$ cat src/smmc_pkg.sv
package smmc_pkg;
    // Operating modes
    typedef enum logic [1:0] {
        SMMC_STOP  = 2'b00,
        SMMC_REASN = 2'b01,
        SMMC_RUN   = 2'b10
    } smmc_mode_t;

    // Protocol and line interface selection
    localparam logic [1:0] SMMC_PROT_3964   = 2'h0;
    localparam logic [1:0] SMMC_PROT_ASCII  = 2'h1;
    localparam logic [1:0] SMMC_IF_RS422_MP = 2'h0;
    localparam logic [1:0] SMMC_IF_RS485    = 2'h1;

    // Status word codes
    localparam logic [7:0] SMMC_EVC_ABORT   = 8'h1E;
    localparam logic [7:0] SMMC_EVN_ABORT   = 8'h0D;
    localparam logic [7:0] SMMC_EVC_START   = 8'h00;
    localparam logic [7:0] SMMC_EVN_INIT    = 8'h01;
    localparam logic [7:0] SMMC_EVN_APPLIED = 8'h03;
    localparam logic [7:0] SMMC_EVN_SAME    = 8'h04;
    localparam logic [7:0] SMMC_EVN_TOSTOP  = 8'h07;
    localparam logic [7:0] SMMC_EVN_TORUN   = 8'h08;
    localparam logic [7:0] SMMC_EVN_NAK     = 8'h02;

    // Handler calls the host must make to resynchronise after restart
    localparam logic [1:0] SMMC_SYNC_CALLS  = 2'h3;
    // Counter value that ends a reassignment, which lasts nine cycles
    localparam logic [3:0] SMMC_REASN_CYC   = 4'h8;
    localparam int         SMMC_PARAM_W     = 16;

    // Parameter set
    typedef struct packed {
        logic       valid;      // Set is legal
        logic [1:0] prot;       // Protocol driver
        logic [1:0] ifmode;     // Line interface mode
        logic       flow;       // Flow control on
        logic       rx_on_stop; // Keep receiving on host stop (ASCII without flow control only)
        logic [8:0] misc;       // Other settings
    } smmc_param_t;

    // Status word
    typedef struct packed {
        logic [7:0] evc;        // Event class
        logic [7:0] evn;        // Event number
    } smmc_status_t;
endpackage

$ cat src/smmc_ctrl.sv
////////////////////////////////////////////////////////////////////////////////
module smmc_ctrl #(
    parameter int DW = 8                              // Frame data width
) (
    input  wire logic                  i_sys_clk,     // System clock
    input  wire logic                  i_rst_n,       // Async reset, low
    input  wire logic                  i_pwr_ok,      // Module energised (pin)
    input  wire logic                  i_cc_on,       // Central controller on (pin)
    input  wire logic                  i_line_break,  // Line break seen (pin)
    input  wire logic                  i_host_run,    // Host in run (pin)
    input  wire logic                  i_param_load,  // Parameter set offered
    input  wire smmc_pkg::smmc_param_t i_param,       // Offered parameter set
    input  wire logic                  i_call,        // Handler invocation strobe
    input  wire logic                  i_send_req,    // Host send request
    input  wire logic                  i_recv_req,    // Host fetch request
    input  wire logic                  i_wr_valid,    // Host frame byte valid
    input  wire logic [DW-1:0]         i_wr_data,     // Host frame byte
    input  wire logic                  i_wr_last,     // Last byte of frame
    input  wire logic                  i_tx_busy,     // Serial sender busy
    input  wire logic                  i_tx_ready,    // Serial sender takes byte
    input  wire logic                  i_rx_frame,    // Frame waiting from partner
    output logic                       o_wr_ready,    // Host byte accepted
    output logic                       o_tx_valid,    // Byte for serial sender
    output logic [DW-1:0]              o_tx_data,     // Byte to send
    output logic                       o_drv_rst,     // Protocol driver reset
    output logic                       o_drv_en,      // Protocol driver active
    output logic                       o_rx_en,       // Serial reception allowed
    output logic                       o_rx_avail,    // Received frame held
    output logic                       o_ack,         // Request positive ack
    output logic                       o_nak,         // Request negative ack
    output logic                       o_line_out,    // Line driver level
    output logic                       o_line_oe,     // Line driver enable
    output logic [1:0]                 o_mode,        // Current mode
    output smmc_pkg::smmc_status_t     o_status       // Status word
);
    ////////////////////////////////////////////////////////////////////////////
    // Pin synchronisers
    logic [2:0] pwr_s_r, cc_s_r, brk_s_r, run_s_r;   // Three-stage chains
    logic       pwr_r, cc_r, brk_r, run_r;           // Filtered levels

    // Shift pins and accept when stages two and three agree
    always_ff @(posedge i_sys_clk or negedge i_rst_n) begin
        if (!i_rst_n) begin
            pwr_s_r <= 3'h0;
            cc_s_r  <= 3'h0;
            brk_s_r <= 3'h0;
            run_s_r <= 3'h0;
            pwr_r   <= 1'b0;
            cc_r    <= 1'b0;
            brk_r   <= 1'b0;
            run_r   <= 1'b0;
        end else begin
            pwr_s_r <= {pwr_s_r[1:0], i_pwr_ok};
            cc_s_r  <= {cc_s_r[1:0], i_cc_on};
            brk_s_r <= {brk_s_r[1:0], i_line_break};
            run_s_r <= {run_s_r[1:0], i_host_run};
            if (pwr_s_r[2] == pwr_s_r[1]) pwr_r <= pwr_s_r[2];
            if (cc_s_r[2] == cc_s_r[1])   cc_r  <= cc_s_r[2];
            if (brk_s_r[2] == brk_s_r[1]) brk_r <= brk_s_r[2];
            if (run_s_r[2] == run_s_r[1]) run_r <= run_s_r[2];
        end
    end

    ////////////////////////////////////////////////////////////////////////////
    // Mode machine
    smmc_pkg::smmc_mode_t mode_r, mode_nxt;          // Mode
    smmc_pkg::smmc_param_t par_r;                    // Held parameters
    logic       have_par_r;                          // Parameters assigned
    logic [3:0] rcnt_r;                              // Reassignment counter
    logic       run_d_r;                             // Host run delayed
    logic       host_stop_ev, host_start_ev;         // Host edges
    logic       par_diff, do_reasn, stop_cause;

    assign host_stop_ev  = run_d_r & ~run_r;
    assign host_start_ev = ~run_d_r & run_r;
    assign par_diff      = !have_par_r || (i_param != par_r);
    assign do_reasn      = i_param_load && i_param.valid && par_diff;
    assign stop_cause    = brk_r || !have_par_r || !par_r.valid;

    // Next mode
    always_comb begin
        mode_nxt = mode_r;
        case (mode_r)
            smmc_pkg::SMMC_STOP: begin
                if (do_reasn) begin
                    mode_nxt = smmc_pkg::SMMC_REASN;
                end else if (!stop_cause) begin
                    mode_nxt = smmc_pkg::SMMC_RUN;
                end
            end
            smmc_pkg::SMMC_REASN: begin
                if (rcnt_r == smmc_pkg::SMMC_REASN_CYC) begin
                    mode_nxt = smmc_pkg::SMMC_RUN;
                end
            end
            smmc_pkg::SMMC_RUN: begin
                if (do_reasn) begin
                    mode_nxt = smmc_pkg::SMMC_REASN;
                end else if (stop_cause) begin
                    mode_nxt = smmc_pkg::SMMC_STOP;
                end
            end
            default: mode_nxt = smmc_pkg::SMMC_STOP;
        endcase
    end

    // Mode register, reassignment count, parameters
    always_ff @(posedge i_sys_clk or negedge i_rst_n) begin
        if (!i_rst_n) begin
            mode_r     <= smmc_pkg::SMMC_STOP;
            rcnt_r     <= 4'h0;
            par_r      <= '0;
            have_par_r <= 1'b0;
            run_d_r    <= 1'b0;
        end else begin
            mode_r  <= mode_nxt;
            run_d_r <= run_r;
            rcnt_r  <= (mode_r == smmc_pkg::SMMC_REASN) ? rcnt_r + 4'h1 : 4'h0;
            if (do_reasn) begin
                par_r      <= i_param;
                have_par_r <= 1'b1;
            end
        end
    end

    ////////////////////////////////////////////////////////////////////////////
    // Host resynchronisation
    logic [1:0] sync_r;                               // Calls still needed
    logic       synced, flush;

    assign synced = (sync_r == 2'h0);
    assign flush  = (mode_r != smmc_pkg::SMMC_RUN) || host_stop_ev;

    // Count handler calls after host start before requests run
    always_ff @(posedge i_sys_clk or negedge i_rst_n) begin
        if (!i_rst_n) begin
            sync_r <= smmc_pkg::SMMC_SYNC_CALLS;
        end else if (host_start_ev || mode_r == smmc_pkg::SMMC_REASN) begin
            sync_r <= smmc_pkg::SMMC_SYNC_CALLS;
        end else if (i_call && !synced) begin
            sync_r <= sync_r - 2'h1;
        end
    end

    ////////////////////////////////////////////////////////////////////////////
    // Two-entry frame buffer; sending held until whole frame in
    logic [DW-1:0] buf_r [2];                         // Data entries
    logic [1:0]    blast_r;                           // Last flags
    logic          wp_r, rp_r;                        // Pointers
    logic [1:0]    cnt_r;                             // Fill
    logic          frame_in_r;                        // Frame complete
    logic          pend_r;                            // Retained send request
    logic          push, pop, accept, tx_go;

    assign accept = run_r && mode_r == smmc_pkg::SMMC_RUN;
    assign push   = i_wr_valid && o_wr_ready;
    assign tx_go  = frame_in_r && pend_r && synced && !i_tx_busy;
    assign pop    = o_tx_valid && i_tx_ready;

    // Buffer storage and pointers
    always_ff @(posedge i_sys_clk or negedge i_rst_n) begin
        if (!i_rst_n) begin
            wp_r    <= 1'b0;
            rp_r    <= 1'b0;
            cnt_r   <= 2'h0;
            blast_r <= 2'h0;
            buf_r   <= '{default: '0};
        end else if (flush) begin
            wp_r  <= 1'b0;
            rp_r  <= 1'b0;
            cnt_r <= 2'h0;
        end else begin
            if (push) begin
                buf_r[wp_r]   <= i_wr_data;
                blast_r[wp_r] <= i_wr_last;
                wp_r          <= ~wp_r;
            end
            if (pop) rp_r <= ~rp_r;
            cnt_r <= cnt_r + {1'b0, push} - {1'b0, pop};
        end
    end

    // Frame-complete and retained request flags
    always_ff @(posedge i_sys_clk or negedge i_rst_n) begin
        if (!i_rst_n) begin
            frame_in_r <= 1'b0;
            pend_r     <= 1'b0;
        end else if (flush) begin
            frame_in_r <= 1'b0;
            pend_r     <= 1'b0;
        end else begin
            if (push && i_wr_last) frame_in_r <= 1'b1;
            else if (pop && blast_r[rp_r]) frame_in_r <= 1'b0;
            if (i_send_req && accept) pend_r <= 1'b1;
            else if (pop && blast_r[rp_r]) pend_r <= 1'b0;
        end
    end

    // Host-side ready and sender data
    always_ff @(posedge i_sys_clk or negedge i_rst_n) begin
        if (!i_rst_n) begin
            o_wr_ready <= 1'b0;
            o_tx_valid <= 1'b0;
            o_tx_data  <= '0;
        end else begin
            o_wr_ready <= accept && !flush && !frame_in_r &&
                          (cnt_r + {1'b0, push} < 2'h2);
            o_tx_valid <= !flush && tx_go && cnt_r != 2'h0 && !(pop && cnt_r == 2'h1);
            o_tx_data  <= buf_r[pop ? ~rp_r : rp_r];
        end
    end

    ////////////////////////////////////////////////////////////////////////////
    // Acknowledge, status and driver control
    logic abort_pend_r;                               // Host transfer was cut

    // Report cut host transfers after restart
    always_ff @(posedge i_sys_clk or negedge i_rst_n) begin
        if (!i_rst_n) begin
            abort_pend_r <= 1'b0;
        end else if (host_stop_ev && (cnt_r != 2'h0 || pend_r)) begin
            abort_pend_r <= 1'b1;
        end else if (synced && o_status.evc == smmc_pkg::SMMC_EVC_ABORT) begin
            abort_pend_r <= 1'b0;
        end
    end

    // Request answers and status word
    always_ff @(posedge i_sys_clk or negedge i_rst_n) begin
        if (!i_rst_n) begin
            o_ack    <= 1'b0;
            o_nak    <= 1'b0;
            o_status <= '{evc: smmc_pkg::SMMC_EVC_START, evn: smmc_pkg::SMMC_EVN_INIT};
        end else begin
            o_ack <= 1'b0;
            o_nak <= 1'b0;
            if (i_send_req || i_recv_req) begin
                if (mode_r != smmc_pkg::SMMC_RUN) begin
                    o_nak    <= 1'b1;
                    o_status <= '{evc: smmc_pkg::SMMC_EVC_START,
                                  evn: smmc_pkg::SMMC_EVN_NAK};
                end else if (abort_pend_r && synced) begin
                    o_nak    <= 1'b1;
                    o_status <= '{evc: smmc_pkg::SMMC_EVC_ABORT,
                                  evn: smmc_pkg::SMMC_EVN_ABORT};
                end else if (synced && (i_recv_req ? i_rx_frame : 1'b1)) begin
                    o_ack <= 1'b1;
                end
            end else if (host_stop_ev) begin
                o_status <= '{evc: smmc_pkg::SMMC_EVC_START, evn: smmc_pkg::SMMC_EVN_TOSTOP};
            end else if (host_start_ev) begin
                o_status <= '{evc: smmc_pkg::SMMC_EVC_START, evn: smmc_pkg::SMMC_EVN_TORUN};
            end else if (i_param_load) begin
                o_status <= '{evc: smmc_pkg::SMMC_EVC_START,
                              evn: par_diff ? smmc_pkg::SMMC_EVN_APPLIED
                                            : smmc_pkg::SMMC_EVN_SAME};
            end
        end
    end

    // Driver enables and idle line level
    logic ascii_nf;
    assign ascii_nf = par_r.prot == smmc_pkg::SMMC_PROT_ASCII && !par_r.flow;

    always_ff @(posedge i_sys_clk or negedge i_rst_n) begin
        if (!i_rst_n) begin
            o_drv_rst  <= 1'b1;
            o_drv_en   <= 1'b0;
            o_rx_en    <= 1'b0;
            o_rx_avail <= 1'b0;
            o_line_out <= 1'b0;
            o_line_oe  <= 1'b0;
            o_mode     <= 2'h0;
        end else begin
            o_mode     <= mode_r;
            o_drv_rst  <= mode_r == smmc_pkg::SMMC_REASN;
            o_drv_en   <= mode_r == smmc_pkg::SMMC_RUN;
            // Host stop: ASCII without flow control keeps receiving when rx_on_stop is set
            o_rx_en    <= mode_r == smmc_pkg::SMMC_RUN &&
                          (run_r || (ascii_nf && par_r.rx_on_stop));
            o_rx_avail <= mode_r == smmc_pkg::SMMC_RUN && i_rx_frame;
            o_line_out <= 1'b1;
            if (!pwr_r || !cc_r || !have_par_r) begin
                o_line_oe <= 1'b0;
            end else if (par_r.prot == smmc_pkg::SMMC_PROT_ASCII &&
                         par_r.ifmode == smmc_pkg::SMMC_IF_RS485) begin
                o_line_oe <= i_tx_busy;
            end else begin
                o_line_oe <= 1'b1;
            end
        end
    end
endmodule

$ cat config.mk
export PLATFORM = sky130hd
export DESIGN_NAME = smmc_ctrl
export DESIGN_NICKNAME = d
export VERILOG_FILES = /design/src/smmc_pkg.sv /design/src/smmc_ctrl.sv
export SDC_FILE = /design/constraint.sdc
export NUM_CORES = 1
export LEC_CHECK = 0
export BUFFER_PORTS_ARGS = -buffer_cell sky130_fd_sc_hd__buf_2
export CAP_MARGIN = 0
export CORE_ASPECT_RATIO = 0.75
export CORE_UTILIZATION = 50
export CTS_CLUSTER_SIZE = 10
export DETAILED_ROUTE_END_ITERATION = 7
export PLACE_DENSITY = 0.74
export RECOVER_POWER = 25
export SLEW_MARGIN = 20
export SYNTH_ARGS = -nofsm -noshare
export SYNTH_HDL_FRONTEND = slang
export SYNTH_SLANG_ARGS = --single-unit
$ cat constraint.sdc
create_clock -name i_sys_clk -period 2.6 [get_ports i_sys_clk]
set_input_delay 0.13 -clock i_sys_clk [delete_from_list [all_inputs] [get_ports i_sys_clk]]
set_output_delay 0.13 -clock i_sys_clk [all_outputs]
set_load 0.02 [all_outputs]
==> metrics.md <==
| Metric | Value |
|---|---|
| Outcome | `complete, no violations` |
| DR vias/cell | `around 5` |
| Crit path cell chain | `xor2_1 -> nor4_1 -> nand3_1 -> o21ba_1 -> mux2_4` |
| Dpl hpwl | `around 4700 um` |
| Fin nets | `403` |
| CP Max Fanout | `12` |
| Ports | `75` |
| Final Max Slew Viols | `0` |
| Worst hold slack | `roughly 0.015 ns` |
| Critical path class | `register to register` |
| Port bufs | `66` |
| Detail Route Antenna Nets | `0` |
| P&R area growth vs syn | `18.3%` |
| Starting Density | `around half` |
| Critical path required time | `2.84 ns` |
| DP Area | `around 4200 um2` |
| Initial drt markers | `about 120` |
| Post-placement cell count | `443` |
| Critical-path top delay cell | `o21ba_1` |
| Post-synthesis register bit count | `between 90 and 100` |
| CTS tree | `done` |
| H-tree levels | `3` |
| Setup ws final | `0.490 ns` |
| Initial antenna violation count | `0` |
| Internal Power | `~2500 uW` |
| Clock share of power | `30.1%` |
| Core Rows | `27` |
| Share of post-route cells with drive strength above 1 | `36.3%` |
| Post-Layout Inst Area | `about 4500 um2` |
| Synth Warn # | `0` |
| Net Sw Power | `roughly 930 uW` |
| Gate power share | `between 10% and 20%` |
| Crit start category | `register` |
| Post-CTS Setup Bufs | `0` |
| PD cells | `about 770 nW/um2` |
| Peak VDD IR | `roughly 380 uV` |
| Mapped Area | `roughly 3800 um2` |
| Worst-Skew Late Latency | `around 0.35 ns` |
| Final Cycle Share | `approximately four fifths` |
| Clk buf depth | `2` |
| Worst-path clk slew | `0.08 ns` |
| Bufs and invs on worst path | `0` |
| Filler Cell Count | `589` |
| FMAX | `approximately 470 MHz` |
| Worst path arrival time | `approximately 2.4 ns` |
| RSZ-0062 raised after global routing | `no` |
| GP Congestion | `between 0.8 and 0.9` |
| Distinct cells, synth | `42` |
| GRT Total Usage | `a little under a fifth` |
| Final cell count without fillers | `approximately 470` |
| Max stage delay on crit path | `between 0.4 and 0.5 ns` |
| Post-synth EDFFs | `0` |
| Clock root buffer | `clkbuf_8` |
| Final hold vios | `0` |
| Clock sink total | `92` |
| Max_cap viols | `0` |
| Area of the die | `~7900 um2` |
| Worst Setup End Kind | `register` |
| Die Wd | `102 um` |
| CTS Buf Count | `9` |
| Worst-margin pin slew | `~1.3 ns` |
| Diodes inserted | `0` |
| Final setup viols | `0` |
| Fin crit period | `around 2.1 ns` |
| Sequential power share | `51.6%` |
| Pre-CTS setup slack | `~0.55 ns` |
| GRT Residual Overflow | `0` |
| Top FF cell, synth | `dfrtp_1` |
| Hold Path Class | `input port to register` |
| Sw Share | `27.3%` |
| Rel. slew slack | `approximately a tenth` |
| Wirelength per Cell | `approximately 14 um` |
| Skew final | `0.00922 ns` |
| FFs w/ async S/R, synth | `100%` |
| Final WL | `around 6600 um` |
| First-pass DRT Iterations | `4` |
| Die Y | `77.3 um` |
| Post-route setup TNS | `0 ns` |
| Via count | `2,369` |
| First-pass GRT wire length | `about 11,000 um` |
| P_leak | `~0.0022 uW` |
| Top delay family on crit path | `simple AND/OR/NAND/NOR gates` |
| Synth Instances | `280` |
| Vias in the first global route | `roughly 2,300` |
| Seq/Total Area, Yosys | `roughly 60%` |
| Core area | `7330 um2` |
| Largest net degree at the start of global routing | `between 50 and 60` |
| DRC | `0` |
| Avg Cell Area, Syn | `13.5 um2` |
synthesized netlist by cell type, types with 5 or more instances:
cell / instances / area share (%)
dfrtp_1: 88 / 58
mux2_2: 34 / 10
xor2_1: 19 / 4.4
nor2_1: 16 / 1.6
nand2_1: 12 / 1.2
buf_4: 11 / 2.2
inv_1: 9 / 0.89
a21oi_1: 8 / 1.1
mux2_4: 8 / 3.2
nand2b_1: 7 / 1.2
o21ai_0: 7 / 0.93
nand3_1: 6 / 0.80
ha_1: 5 / 1.7
power groups by stage:
stage / sequential [uW] / clock, uW / combinational [uW]
after floorplan: 1860 / 0 / 339
after global placement: 1780 / 0 / 609
after detailed placement: 1790 / 0 / 625
after CTS: 1770 / 1050 / 637
after global routing: 1790 / 1110 / 702
final: 1760 / 1030 / 627
metal layers:
layer	up-vias	global-route usage, %	share of wire (%)
met5	-	0	0
met4	0	5.29	0.98
li1	1110	-	-
met2	73	29.5	48
met1	1179	24.3	45
met3	7	6.47	5.6
logic make-up after synthesis:
| group | after synthesis | share of synthesized area [%] |
|---|---|---|
| AOI/OAI and AO/OA | 25 | 4.11 |
| xor gates and xnor gates | 23 | 5.34 |
| adders and majority gates | 9 | 2.72 |
| and+or+nand+nor | 63 | 9.15 |
| muxes | 44 | 13.9 |
| buffers and inverters | 22 | 3.48 |
| other | 2 | 0.199 |
| DFF | 92 | 61.1 |
layout by cell type, fill, tap and decap left out, types with 2 or more instances in the layout:
master          n
mux2_4          8
nor2_1         16
nor4b_1         3
o21ai_0         7
mux2_2         34
nor3_1          3
and2_1          4
nand4b_1        2
xnor2_1         4
o211ai_1        3
a21oi_1         8
clkbuf_1        2
bufinv_16       2
buf_2          65
inv_1           9
xor2_1         19
ha_1            5
nand2b_1        7
dfrtp_1        88
nor4_1          2
conb_1          9
nand3_1         6
dlygate4sd3_1   6
dfstp_2         4
nand2_1        12
maj3_1          4
clkbuf_8       10
timing repair:
| action | CTS | global route |
|---|---|---|
| endpoints found under the hold margin | 55 | 0 |
| resized for setup | 0 | 0 |
| hold buffers | 6 | 0 |
area by class of cell:
cell class	instances	area [um2]	share of cell area, %
Clock buffer	12	145	3.25
Clock inverter	4	72.6	1.63
Tap cell	101	126	2.83
Multi-Input combinational cell	173	1360	30.5
Sequential cell	92	2310	51.7
Timing Repair Buffer	74	418	9.36
Inverter	9	33.8	0.757
through the flow:
stage	utilization [%]	total power, uW
floorplan	-	2200
global placement	57.2	2390
detailed placement	57.2	2420
CTS	60.9	3460
global route	60.9	3600
finish	60.9	3420
state kept, by name (all words and copies together) (netlist names), 2 cells and up:
name       count
par_r         16
buf_r         16
o_mode         2
run_s_r        3
mode_r         2
o_tx_data      8
o_status       5
pwr_s_r        3
cnt_r          2
blast_r        2
sync_r         2
rcnt_r         4
brk_s_r        3
cc_s_r         3
worst paths after layout:
kind	slack (ns)	start	cells past startpoint	endpoint
max in group asynchronous	1.17	i_rst_n	3	cc_s_r[1]
max reg2reg	0.49	par_r[2]	5	par_r[8]
max	0.49	par_r[2]	5	par_r[8]
min	0.02	i_wr_data[0]	2	buf_r[8]
min reg2reg	0.35	cc_s_r[0]	0	cc_s_r[1]
min in group asynchronous	0.61	i_rst_n	2	o_status[3]
(Power assumes the default switching activity.)
